**config.mk**
```make
export PLATFORM = sky130hd
export DESIGN_NAME = adcc_conversion_control
export DESIGN_NICKNAME = d
export VERILOG_FILES = /design/src/hdl/adcc_pkg.sv /design/src/hdl/adcc_conversion_control.sv
export SDC_FILE = /design/constraint.sdc
export NUM_CORES = 1
export LEC_CHECK = 0
export BUFFER_PORTS_ARGS = -buffer_cell sky130_fd_sc_hd__buf_2
export CAP_MARGIN = 20
export CORE_MARGIN = 3
export CORE_UTILIZATION = 45
export DETAILED_ROUTE_END_ITERATION = 10
export GPL_TIMING_DRIVEN = 0
export PLACE_DENSITY = 0.7
export SKIP_CTS_REPAIR_TIMING = 1
export SLEW_MARGIN = 20
export SYNTH_ARGS = -nofsm -noshare
export SYNTH_HDL_FRONTEND = slang
export SYNTH_SLANG_ARGS = --single-unit
```
**constraint.sdc**
```tcl
create_clock -name clk -period 3.2 [get_ports clk]
set_input_delay 0.16 -clock clk [delete_from_list [all_inputs] [get_ports clk]]
set_output_delay 0.16 -clock clk [all_outputs]
set_load 0.01 [all_outputs]
```
**src/hdl/adcc_pkg.sv**
```systemverilog
// Constants and types shared by the converter control block
package adcc_pkg;

   // Register byte addresses on the special-function port
   localparam logic [7:0] ADDR_MODE = 8'h9A;
   localparam logic [7:0] ADDR_RES_HIGH = 8'h9B;
   localparam logic [7:0] ADDR_RES_LOW = 8'h9C;
   localparam logic [7:0] ADDR_TRIG_EN = 8'h9D;
   localparam logic [7:0] ADDR_IRQ_STAT = 8'h9E;
   localparam logic [7:0] ADDR_IRQ_MASK = 8'h9F;

   // Values after reset
   localparam logic [7:0] MODE_RESET = 8'h8F;
   localparam logic [7:0] MODE2_RESET = 8'h01;
   localparam logic [7:0] BYTE_ZERO = 8'h00;
   localparam logic [11:0] RESULT_RESET = 12'h000;

   // Field positions in the mode register
   localparam int MODE_CONVERTER_STANDBY = 7;
   localparam int MODE_START = 6;
   localparam int MODE_REF = 5;
   localparam int MODE_DONE = 4;

   // Field positions in the second mode register
   localparam int MODE2_EXTRG = 7;
   localparam int MODE2_TSEL = 4;
   localparam int MODE2_ALTCLK = 3;
   localparam int MODE2_ALIGN = 2;

   // Field positions in the trigger enable and interrupt registers
   localparam int TRIG_EN_COMP = 0;
   localparam int TRIG_EN_PWM = 1;
   localparam int IRQ_DONE = 0;

   // Channel code of the internal core supply
   localparam logic [3:0] CHAN_CORE_SUPPLY = 4'hF;

   // Converter clock divider: terminal count per select code
   localparam logic [1:0] CONVERTER_CLOCK_DIVIDE_DIV2 = 2'h0;
   localparam logic [1:0] CONVERTER_CLOCK_DIVIDE_DIV4 = 2'h1;
   localparam logic [1:0] CONVERTER_CLOCK_DIVIDE_DIV8 = 2'h2;
   localparam logic [4:0] DIV2_LAST = 5'h01;
   localparam logic [4:0] DIV4_LAST = 5'h03;
   localparam logic [4:0] DIV8_LAST = 5'h07;
   localparam logic [4:0] DIV32_LAST = 5'h1F;
   localparam logic [4:0] DIV_RESET = 5'h00;

   // Converter clock cycles per conversion and result width
   localparam int CONV_TICKS = 60;
   localparam int RESULT_BITS = 12;

   typedef enum logic [1:0] {
      ST_IDLE = 2'b00,
      ST_SAMPLE = 2'b01,
      ST_CONVERT = 2'b11
   } adcc_state_type;

endpackage

```
**src/hdl/adcc_conversion_control.sv**
```systemverilog
// Successive-approximation converter control with register port
//
// Summary of operation
// RL1 - Convert selected input to a 12-bit result by successive approximation.
// RL2 - Four-bit channel field in the mode register drives the multiplexer.
// RL3 - Writing start bit 1 begins a conversion, writing 0 stops it.
// RL4 - On completion load result registers, set done flag, raise interrupt.
// RL5 - Done flag reads 0 during conversion and is not writable.
// RL6 - Standby 1 powers the converter down; no conversion then.
// RL7 - Timer, external, comparator and PWM events may also start conversion.
// RL8 - Every conversion lasts exactly 60 converter clock cycles.
// RL9 - Software should discard first results after leaving standby.
// RL10 - Reference 0 uses supply; 1 uses external pin, disables input zero.
// RL11 - Address 9BH reads second mode in standby, else result high.
// RL12 - Result registers are read-only and hold the last completed value.
// RL13 - Start bit clears itself when the conversion completes.
// RL14 - Codes 0 to 14 pick external inputs, 15 the core supply.
// RL15 - Alignment 0 left-justifies the result, alignment 1 right-justifies.
// RL16 - Converter clock is system clock over 2, 4, 8 or 32.
module adcc_conversion_control #(
   parameter int CONV_CYCLES = adcc_pkg::CONV_TICKS
) (
   input wire logic clk,
   input wire logic reset_n,
   input wire logic [7:0] regAddr,
   input wire logic [7:0] regWrData,
   input wire logic regWr,
   input wire logic regRd,
   output logic [7:0] regRdData,
   input wire logic [7:0] trigEvent,
   input wire logic compTrig,
   input wire logic pwmTrig,
   input wire logic compIn,
   output logic [3:0] channelSel,
   output logic coreSupplySel,
   output logic externalRefSel,
   output logic analogZeroDisable,
   output logic powerDown,
   output logic altClockSel,
   output logic convClk,
   output logic sampleHold,
   output logic [11:0] dacCode,
   output logic irq
);
   import adcc_pkg::*;

   localparam int RB = RESULT_BITS;
   localparam int SAMPLE_CYCLES = CONV_CYCLES - RB;
   localparam int CW = $clog2(CONV_CYCLES);
   localparam logic [CW-1:0] LAST_TICK = CW'(CONV_CYCLES - 1);
   localparam logic [CW-1:0] SAMPLE_LAST = CW'(SAMPLE_CYCLES - 1);
   localparam logic [RB-1:0] TOP_BIT = {1'b1, {(RB - 1){1'b0}}};

   // The sample phase needs at least one converter clock
   if (CONV_CYCLES < RB + 1 || CONV_CYCLES > 255) begin : g_bad_ticks
      $error("CONV_CYCLES must lie between 13 and 255");
   end

   // Register state
   logic converter_standby_q, converter_standby_d;
   logic reference_select_q, reference_select_d;
   logic done_q, done_d;
   logic [3:0] chan_q, chan_d;
   logic [7:0] mode2_q, mode2_d;
   logic [1:0] trigEn_q, trigEn_d;
   logic irqStat_q, irqStat_d;
   logic irqMask_q, irqMask_d;
   logic [RB-1:0] result_q, result_d;
   logic [7:0] rdData_q, rdData_d;
   logic irq_q, irq_d;
   logic coreSup_q, coreSup_d;
   logic sampleHold_q, sampleHold_d;
   logic convClk_q, convClk_d;

   // Sequencer state
   adcc_state_type state_q, state_d;
   logic [4:0] div_q, div_d;
   logic [CW-1:0] tickCnt_q, tickCnt_d;
   logic [RB-1:0] sar_q, sar_d;
   logic [RB-1:0] bitMask_q, bitMask_d;

   // Address decode
   wire selMode = regAddr == ADDR_MODE;
   wire selHigh = regAddr == ADDR_RES_HIGH;
   wire selLow = regAddr == ADDR_RES_LOW;
   wire selTrig = regAddr == ADDR_TRIG_EN;
   wire selStat = regAddr == ADDR_IRQ_STAT;
   wire selMask = regAddr == ADDR_IRQ_MASK;
   wire wrMode = regWr && selMode;
   wire wrMode2 = regWr && selHigh;
   wire wrTrig = regWr && selTrig;
   wire wrStat = regWr && selStat;
   wire wrMask = regWr && selMask;

   // Mode register fields after this cycle's write
   assign converter_standby_d = wrMode ? regWrData[MODE_CONVERTER_STANDBY] : converter_standby_q;
   assign reference_select_d = wrMode ? regWrData[MODE_REF] : reference_select_q;
   assign chan_d = wrMode ? regWrData[3:0] : chan_q; // RL2
   assign coreSup_d = chan_d == CHAN_CORE_SUPPLY; // RL14

   // Writes to 9BH always land in the second mode register
   assign mode2_d = wrMode2 ? regWrData : mode2_q; // RL11
   assign trigEn_d = wrTrig ? regWrData[1:0] : trigEn_q;
   assign irqMask_d = wrMask ? regWrData[IRQ_DONE] : irqMask_q;

   // Second mode register fields
   wire extTrigEn = mode2_q[MODE2_EXTRG];
   wire [2:0] trigSrc = mode2_q[MODE2_TSEL+2:MODE2_TSEL];
   wire alignRight = mode2_q[MODE2_ALIGN];
   wire [1:0] clkSelect = mode2_q[1:0];

   wire idle = state_q == ST_IDLE;

   // Start and stop requests
   wire swStart = wrMode && regWrData[MODE_START]; // RL3
   wire swStop = wrMode && !regWrData[MODE_START]; // RL3
   wire extHit = extTrigEn && trigEvent[trigSrc]; // RL7
   wire compHit = trigEn_q[TRIG_EN_COMP] && compTrig; // RL7
   wire pwmHit = trigEn_q[TRIG_EN_PWM] && pwmTrig; // RL7
   wire hwStart = extHit || compHit || pwmHit; // RL7

   // Nothing starts while standby is set or being set this cycle
   wire startConv = idle && !converter_standby_d && (swStart || hwStart); // RL6
   wire abortConv = !idle && (converter_standby_d || swStop); // RL6

   // Converter clock prescaler
   logic [4:0] divLast;
   always_comb begin
      unique case (clkSelect) // RL16
         CONVERTER_CLOCK_DIVIDE_DIV2: divLast = DIV2_LAST;
         CONVERTER_CLOCK_DIVIDE_DIV4: divLast = DIV4_LAST;
         CONVERTER_CLOCK_DIVIDE_DIV8: divLast = DIV8_LAST;
         default: divLast = DIV32_LAST;
      endcase
   end

   // Wraps in idle too, so the converter clock runs free at the chosen rate
   wire divWrap = div_q == divLast;
   wire tick = !idle && divWrap;

   // Prescaler restarts with each conversion so the first tick is a full period
   assign div_d = (startConv || converter_standby_q || divWrap) ? DIV_RESET : div_q + 5'h01;
   // Clock idles low in standby so the powered-down core sees no edges
   assign convClk_d = !converter_standby_d && div_d <= (divLast >> 1);

   // Tick counter spans the whole conversion
   wire sampleEnd = tick && tickCnt_q == SAMPLE_LAST; // RL8
   wire lastTick = tick && tickCnt_q == LAST_TICK; // RL8

   always_comb begin
      tickCnt_d = tickCnt_q;
      if (startConv) begin
         tickCnt_d = '0;
      end else if (tick) begin
         tickCnt_d = tickCnt_q + CW'(1);
      end
   end

   // Sequencer
   always_comb begin
      state_d = state_q;
      unique case (state_q)
         ST_IDLE: begin
            if (startConv) begin
               state_d = ST_SAMPLE;
            end
         end
         ST_SAMPLE: begin
            if (abortConv) begin
               state_d = ST_IDLE;
            end else if (sampleEnd) begin
               state_d = ST_CONVERT;
            end
         end
         ST_CONVERT: begin
            if (abortConv || lastTick) begin
               state_d = ST_IDLE; // RL8
            end
         end
         default: state_d = ST_IDLE;
      endcase
   end

   wire converting = state_q == ST_CONVERT;
   // An abort in the last tick wins, so no partial result is loaded
   wire complete = converting && lastTick && !abortConv; // RL4
   assign sampleHold_d = state_d == ST_SAMPLE;

   // Successive approximation: keep or drop the trial bit, then try the next one
   // Comparator is taken only on ticks; the core has one converter clock to settle
   wire [RB-1:0] kept = compIn ? sar_q : (sar_q & ~bitMask_q); // RL1
   wire [RB-1:0] trial = kept | (bitMask_q >> 1); // RL1

   always_comb begin
      sar_d = sar_q;
      bitMask_d = bitMask_q;
      if (state_q == ST_SAMPLE && sampleEnd) begin
         sar_d = TOP_BIT;
         bitMask_d = TOP_BIT;
      end else if (converting && tick) begin
         sar_d = trial;
         bitMask_d = bitMask_q >> 1;
      end
   end

   // Result holds until the next completed conversion
   assign result_d = complete ? kept : result_q; // RL12

   // Done flag: cleared at start, set on completion, never written
   always_comb begin
      done_d = done_q;
      if (complete) begin
         done_d = 1'b1; // RL4
      end else if (startConv) begin
         done_d = 1'b0; // RL5
      end
   end

   // Sticky status; a completion in the clearing cycle wins
   wire statClr = wrStat && regWrData[IRQ_DONE];
   assign irqStat_d = complete || (irqStat_q && !statClr); // RL4
   assign irq_d = irqStat_d && irqMask_d;

   // Result alignment
   wire [7:0] resHigh = alignRight ? {4'h0, result_q[11:8]} : result_q[11:4]; // RL15
   wire [7:0] resLow = alignRight ? result_q[7:0] : {result_q[3:0], 4'h0}; // RL15

   // Start bit reads back as busy, so it clears itself on completion
   wire [7:0] modeRead = {converter_standby_q, !idle, reference_select_q, done_q, chan_q}; // RL13

   // In standby 9BH shows the second mode register
   wire [7:0] highRead = converter_standby_q ? mode2_q : resHigh; // RL11

   // Idle cycles and unmapped addresses read as zero
   always_comb begin
      rdData_d = BYTE_ZERO;
      if (regRd) begin
         if (selMode) begin
            rdData_d = modeRead;
         end else if (selHigh) begin
            rdData_d = highRead;
         end else if (selLow) begin
            rdData_d = resLow;
         end else if (selTrig) begin
            rdData_d = {6'h00, trigEn_q};
         end else if (selStat) begin
            rdData_d = {7'h00, irqStat_q};
         end else if (selMask) begin
            rdData_d = {7'h00, irqMask_q};
         end
      end
   end

   // Mode register fields and the pins they drive
   always_ff @(posedge clk) begin
      if (!reset_n) begin
         converter_standby_q <= MODE_RESET[MODE_CONVERTER_STANDBY];
         reference_select_q <= MODE_RESET[MODE_REF];
         done_q <= MODE_RESET[MODE_DONE];
         chan_q <= MODE_RESET[3:0];
         coreSup_q <= 1'b1;
      end else begin
         converter_standby_q <= converter_standby_d;
         reference_select_q <= reference_select_d;
         done_q <= done_d;
         chan_q <= chan_d;
         coreSup_q <= coreSup_d;
      end
   end

   // Second mode, trigger enables and interrupt mask
   always_ff @(posedge clk) begin
      if (!reset_n) begin
         mode2_q <= MODE2_RESET;
         trigEn_q <= 2'h0;
         irqMask_q <= 1'b0;
      end else begin
         mode2_q <= mode2_d;
         trigEn_q <= trigEn_d;
         irqMask_q <= irqMask_d;
      end
   end

   always_ff @(posedge clk) begin
      if (!reset_n) begin
         irqStat_q <= 1'b0;
         irq_q <= 1'b0;
      end else begin
         irqStat_q <= irqStat_d;
         irq_q <= irq_d;
      end
   end

   // Read data and the held result
   always_ff @(posedge clk) begin
      if (!reset_n) begin
         rdData_q <= BYTE_ZERO;
         result_q <= RESULT_RESET;
      end else begin
         rdData_q <= rdData_d;
         result_q <= result_d;
      end
   end

   always_ff @(posedge clk) begin
      if (!reset_n) begin
         state_q <= ST_IDLE;
         div_q <= DIV_RESET;
         tickCnt_q <= '0;
      end else begin
         state_q <= state_d;
         div_q <= div_d;
         tickCnt_q <= tickCnt_d;
      end
   end

   // Approximation word and the core control pins
   always_ff @(posedge clk) begin
      if (!reset_n) begin
         sar_q <= RESULT_RESET;
         bitMask_q <= RESULT_RESET;
         sampleHold_q <= 1'b0;
         convClk_q <= 1'b0;
      end else begin
         sar_q <= sar_d;
         bitMask_q <= bitMask_d;
         sampleHold_q <= sampleHold_d;
         convClk_q <= convClk_d;
      end
   end

   // Outputs, each a flip-flop
   assign regRdData = rdData_q;
   assign channelSel = chan_q;
   assign coreSupplySel = coreSup_q;
   assign externalRefSel = reference_select_q; // RL10
   assign analogZeroDisable = reference_select_q; // RL10
   assign powerDown = converter_standby_q; // RL6
   assign altClockSel = mode2_q[MODE2_ALTCLK];
   assign convClk = convClk_q;
   assign sampleHold = sampleHold_q;
   assign dacCode = sar_q; // RL1
   assign irq = irq_q;

endmodule

```
==> summary.txt, run 1 <==
Cells and area
  • Antenna diodes: 0
  • Area growth syn-to-layout: 16.7%
  • Commonest non-fill, non-tap cells in the layout: 80 x dfxtp_1, 68 x nand2_1, 66 x buf_2, 52 x a21oi_1, 27 x o21ai_0
  • FF/Latch Area: 1600 um^2
  • Fin cells: 641
  • Fill cell count: 789
  • Final net count: 568
  • Multi-input gate area: between 2000 and 2500 um^2
  • Most common cell after layout, fill and taps aside: dfxtp_1
  • Share of cells above drive strength 1: 0.185
  • Util after Layout: 0.543

Placed design
  • I/O Buffers: 60
  • DP HPWL: about 7.5 mm
  • Inst Count DP: 625
  • Final Wtd Congestion: between 0.9 and 1

Floorplan
  • Io pins: 63
  • Die Area: 9680 um^2
  • Starting Density: 0.465
  • Die height: 98.4 um
  • Die width: 98.4 um
  • Rows: 33
  • Core Box Area: approximately 8300 um^2

Critical path
  • Slowest cell on the critical path: dfxtp_1
  • Worst endpoint data arrival time: 3140 ps
  • Crit path max fanout: 9
  • CP endpoint kind: register
  • Top delay family on crit path: compound AO/OA/AOI/OAI gates
  • Crit-path most repeated cell: nor3b_1
  • CP required: 3510 ps
  • Worst path cell trace: clkbuf_1 > inv_1 > a31oi_1 > a2111oi_2 > o21a_1 > buf_4 > nor3b_1 > ha_1 > nor2b_1 > o211ai_1 > a21oi_1 > nor3b_1 > o31a_1
  • Max incr delay on CP: 330 ps
  • CP Buf/Inv Count: 3
  • Critical path launch point type: register
  • Crit Path Class: reg2reg
  • FF-to-FF setup slack: 370 ps

Synth
  • Async S/R FF share, synth: 0
  • Yosys synthesis warning count: 0
  • Syn Area/Cell: 8.35 um^2
  • Post-synth EDFFs: 0
  • Synthesized Nets: between 400 and 500
  • Top_reg_cell synth: dfxtp_1
  • Distinct cells, synth: 60
  • Cell count after synthesis: 460
  • Post-Syn Area: 3840 um^2
  • Synthesized flop and latch total: 80
  • Sequential fraction of the synthesis area: 0.417

STA
  • Final hold violation count: 0
  • Worst slew margin: 0.549
  • Final Cycle Share: 0.885
  • Min cycle time layout: 2830 ps
  • Max Freq: 0.353 GHz
  • Sum of negative setup slack: 0 ps
  • Worst-margin pin slew: 673 ps
  • Fin. max-slew vios: 0
  • RSZ-0062 raised after global routing: false
  • Final setup fails: 0
  • Clock Skew: 7.30 ps

Clock network
  • H-tree Lvls: 3
  • Clk buf depth: 2
  • TritonCTS clock tree: built
  • Cts bufs inserted: 9
  • CTS root buf: clkbuf_8
  • Clock latency on the worst-skew pair: roughly 370 ps
  • Clk sinks: 80
  • Clock-pin slew on the worst setup and hold paths: ~90 ps

Pwr
  • Leakage power: 1.68 nW
  • Pwr/cell area: 417 nW/um^2
  • Worst IR Drop VDD: 198 uV

GRT
  • Global-route wire length before repair: 16.8 mm
  • Remaining global-route overflow: 0
  • Largest net degree at the start of global routing: 17
  • Total GRT Usage: 0.213
  • Initial antenna violation count: 0
  • Vias in the first global route: 3488

Detailed routing
  • 1st-pass router iterations: 5
  • Via count of the routed design: 3694
  • Final WL: 10.2 mm
  • DRC: 0
  • DR WL/cell: 15.9 um
  • Via density: 5.76
  • Post-route ant nets: 0
  • Initial DRC count: 201

Min path
  • HP Class: in2reg

Run
  • Max_cap viols: 0

Outcome
  • Status: complete, no violations
kinds of logic after synthesis:
| logic type | share of synthesized area |
|---|---|
| mux | 0.0456 |
| fa+ha+maj | 0.0195 |
| compound gates | 0.210 |
| flops | 0.417 |
| simple gates | 0.228 |
| xor+xnor | 0.0205 |
| buf+inv | 0.0586 |
registers in the layout, summed over array words and instances (netlist names):
register and cells:
bitMask_q 12, dacCode 12, result_q 12, mode2_q 8, regRdData 8, tickCnt_q 6, div_q 5, channelSel 4
state_q 2, trigEn_q 2, analogZeroDisable 1, convClk 1, coreSupplySel 1, done_q 1, irq 1, irqMask_q 1
irqStat_q 1, powerDown 1, sampleHold 1
through the flow:
stage	total power [mW]	instance area [um^2]	setup slack, ps	hold slack [ps]
floorplan	1.05	3840	596	284
global placement	1.09	4270	322	419
detailed placement	1.09	4270	299	416
CTS	1.89	4480	268	22.1
global route	1.94	4480	142	38.0
finish	1.87	4480	368	34.0
synthesized netlist by cell type (2+ instances only):
cell	count	area share
dfxtp_1	80	0.42
nand2_1	68	0.066
a21oi_1	52	0.068
o21ai_0	28	0.036
nand3_1	25	0.033
inv_1	18	0.018
nor2_1	18	0.018
clkbuf_1	15	0.015
mux2i_1	13	0.034
nor3_1	11	0.014
o2111ai_1	11	0.025
nand4_1	10	0.016
o21ai_1	10	0.013
xor2_1	8	0.018
and3_1	7	0.011
buf_2	6	0.0078
ha_1	6	0.020
and4_1	4	0.0091
buf_6	4	0.012
nor3b_1	4	0.0078
a21o_1	3	0.0059
a221oi_1	3	0.0068
buf_4	3	0.0059
nor4_1	3	0.0049
or3_1	3	0.0049
a211oi_1	2	0.0039
a222oi_1	2	0.0052
a31oi_1	2	0.0033
and2_0	2	0.0033
mux2_2	2	0.0059
nand2b_1	2	0.0033
nand4b_1	2	0.0046
nand4bb_1	2	0.0059
nor2b_1	2	0.0033
o211a_1	2	0.0052
o211ai_1	2	0.0039
o31a_1	2	0.0046
path summary, 6_finish.rpt:
| check | from | to | depth (start not counted) |
|---|---|---|---|
| worst max-delay path | powerDown | convClk | 13 |
| worst min-delay path | regWrData[5] | analogZeroDisable | 3 |
| worst max register to register | powerDown | convClk | 13 |
| worst min register to register | bitMask_q[0] | bitMask_q[0] | 2 |
worst register-to-register path, delay by kind of cell, from the launching register on:
kind	cells	cell delay, ps
buf+inv	3	660
simple gates	3	560
compound gates	6	960
fa+ha+maj	1	280
flops	1	330
final cells by class:
class,count,share of cell area
sequential,80,0.357
timing repair buffer,60,0.0670
multi-input combinational,333,0.449
clock buffer,9,0.0276
buffer,29,0.0352
tap,105,0.0293
inverter,18,0.0151
clock inverter,7,0.0193
where the power goes:
part	leakage (nW)	internal (mW)	total, mW	switching, mW
combinational	0.934	0.0255	0.0728	0.0474
sequential	0.644	0.995	0.995	0.000457
clock	0.105	0.380	0.802	0.423
layer usage:
metal | share of wire | vias up | track usage
met4 | 0.013 | 0 | 0.0704
met1 | 0.46 | 1754 | 0.292
met5 | 0 | - | 0
li1 | - | 1810 | -
met3 | 0.058 | 12 | 0.0464
met2 | 0.47 | 118 | 0.334
Note: power is estimated with default switching activity, not from simulation.
==> run 2: changes to the inputs <==
REMOVE_ABC_BUFFERS = 1   (was unset)
==> summary.txt, run 2 (synthesis gave the netlist of run 1 again) <==
Clock network
  • H-tree Lvls: 3 (unchanged)
  • Clock latency on the worst-skew pair: 370 ps (about the same)
  • Cts bufs inserted: 9 (unchanged)
  • CTS root buf: clkbuf_8
  • Clk buf depth: 2 (unchanged)
  • Clock-pin slew on the worst setup and hold paths: 100 ps (about the same)
  • Clk sinks: 80 (unchanged)
  • TritonCTS clock tree: built

Critical path
  • Worst path cell trace: inv_1 > a31oi_1 > a2111oi_2 > o21a_4 > nor3b_1 > ha_1 > nor2b_1 > o211ai_1 > a21oi_1 > nor3b_1 > o31a_1
  • Slowest cell on the critical path: dfxtp_1
  • Critical path launch point type: register
  • Crit path max fanout: 18 (+9)
  • RR Endpoint: convClk
  • Max incr delay on CP: 690 ps (+360 ps)
  • CP required: 3500 ps (about the same)
  • CP endpoint kind: register
  • Worst endpoint data arrival time: 3200 ps (+60 ps)
  • Path depth of the worst reg2reg path: 11 (-2)
  • FF-to-FF setup slack: 300 ps (-60 ps)
  • Crit Path Class: reg2reg
  • Reg-to-Reg Start: powerDown
  • Crit-path most repeated cell: nor3b_1

Detailed routing
  • Met2 Wirelength: 4.29 mm (-10%)
  • Initial DRC count: 204 (+1.5%)
  • Met1 Routed Length: 4.62 mm (-1.4%)
  • Met3 routed WL: 583 um (-2.2%)
  • Via density: 5.79 (+0.38%)
  • DRC: 0 (unchanged)
  • Post-route ant nets: 0 (unchanged)
  • DR top layer: met4
  • DR WL/cell: 15.8 um (-0.59%)
  • Final WL: 9.70 mm (-4.8%)
  • 1st-pass router iterations: 4 (-1)
  • Via count of the routed design: 3552 (-3.8%)

Min path
  • HP Class: in2reg
  • Hold Path Sink: analogZeroDisable
  • WHS Path Cells: 3 (unchanged)
  • Hold Crit Start: regWrData[5]

Placed design
  • Final Wtd Congestion: 0.918 (-7.7%)
  • Inst Count DP: 598 (-4.3%)
  • Pre-CTS setup slack: -743 ps (-1040 ps)
  • I/O Buffers: 62 (+3.3%)
  • Area after DPL: 4130 um^2 (-3.5%)
  • DP HPWL: 6.80 mm (-9.6%)

Cells and area
  • Final net count: 541 (-4.8%)
  • Area growth syn-to-layout: 14.1%
  • Commonest non-fill, non-tap cells in the layout: 80 x dfxtp_1, 68 x nand2_1, 62 x buf_2, 52 x a21oi_1, 27 x o21ai_0
  • Fin area: 4380 um^2 (-2.2%)
  • Share of cells above drive strength 1: 0.179 (-0.00592)
  • Antenna diodes: 0 (unchanged)
  • Most common cell after layout, fill and taps aside: dfxtp_1
  • Fill cell count: 831 (+5.3%)
  • Fin cells: 614 (-4.2%)
  • Util after Layout: 0.531 (-0.0121)

STA
  • Clock Skew: 16.7 ps (+9.39 ps)
  • Setup slack after layout: 305 ps (-63.6 ps)
  • Min cycle time layout: 2900 ps (+63.6 ps)
  • Fin. max-slew vios: 0 (unchanged)
  • RSZ-0062 raised after global routing: false
  • Worst slew margin: 0.481 (-0.0673)
  • Max Freq: 0.345 GHz (-2.2%)
  • Final setup fails: 0 (unchanged)
  • Final hold violation count: 0 (unchanged)
  • Worst-margin pin slew: 772 ps (+99.1 ps)
  • WHS: 33.6 ps (-0.339 ps)
  • Final Cycle Share: 0.905 (+0.0199)

Floorplan
  • Die height: 98.4 um (unchanged)
  • Core Box Area: 8260 um^2 (unchanged)
  • Rows: 33 (unchanged)
  • Die Area: 9680 um^2 (unchanged)
  • Io pins: 63 (unchanged)
  • Die width: 98.4 um (unchanged)
  • Starting Density: 0.465 (unchanged)

Pwr
  • Leakage power: 1.63 nW (-3.3%)
  • Pwr/cell area: 443 nW/um^2 (+6.1%)
  • Worst IR Drop VDD: 281 uV (+42%)

Run
  • Max_cap viols: 0 (unchanged)

GRT
  • Initial antenna violation count: 0 (unchanged)
  • Global-route wire length before repair: 16.3 mm (-2.9%)
  • Largest net degree at the start of global routing: 40 (+23)
  • Total GRT Usage: 0.204 (-0.00884)
  • Vias in the first global route: 3320 (-4.8%)
  • Remaining global-route overflow: 0 (unchanged)

Outcome
  • Status: complete, no violations
## run 2: cell count changes in the layout (fill, tap and decap cells not counted), moves of 3 or more
cell / before / now
clkbuf_1: 15 / 0
buf_4: 3 / 0
buf_6: 4 / 0
buf_2: 66 / 62
## run 2: how the worst max path moves through the flow
stage | from | to | slack (ps) | cells past startpoint
3_3_place_gp | regAddr[5] | convClk | -640 | 12
2_1_floorplan | regAddr[4] | convClk | 120 | 11
4_1_cts | regAddr[5] | convClk | -360 | 12
6_report | powerDown | convClk | 300 | 11
3_5_place_dp | regAddr[5] | convClk | -740 | 12
5_1_grt | powerDown | convClk | 70 | 11
## run 2: metrics by stage
step                      TNS, ps  total power, mW
after floorplan                 0             1.04
final                           0             1.94
after CTS                    -363             1.96
after global placement       -643             1.08
after detailed placement     -743             1.08
after global routing            0             2.01
## run 2: worst max-delay path: cells and delay by family (launching register included)
| family | cells | cell delay (ps) |
|---|---|---|
| AOI/OAI and AO/OA | 6 | 1080 |
| DFF | 1 | 690 |
| and+or+nand+nor | 3 | 560 |
| adders and majority gates | 1 | 270 |
| buffers and inverters | 1 | 230 |
## run 2: layout make-up
class	instances	area, um^2	area share
Timing Repair Buffer	62	310	0.0708
Multi-Input combinational cell	333	2040	0.465
Inverter	18	67.6	0.0154
Sequential cell	80	1600	0.365
Tap cell	105	131	0.0300
Clock buffer	10	138	0.0314
Clock inverter	6	97.6	0.0223
## run 2: power breakdown
part	leakage, nW	internal (mW)	switching, mW
logic	0.864	0.0234	0.0445
registers	0.644	0.995	0.000672
clock network	0.119	0.473	0.403
total	1.63	1.49	0.448
## run 2: per-layer routing
metal | global-route usage | up-vias
li1 | - | 1749
met1 | 0.286 | 1671
met2 | 0.304 | 110
met3 | 0.0471 | 22
met4 | 0.0809 | 0
met5 | 0 | -
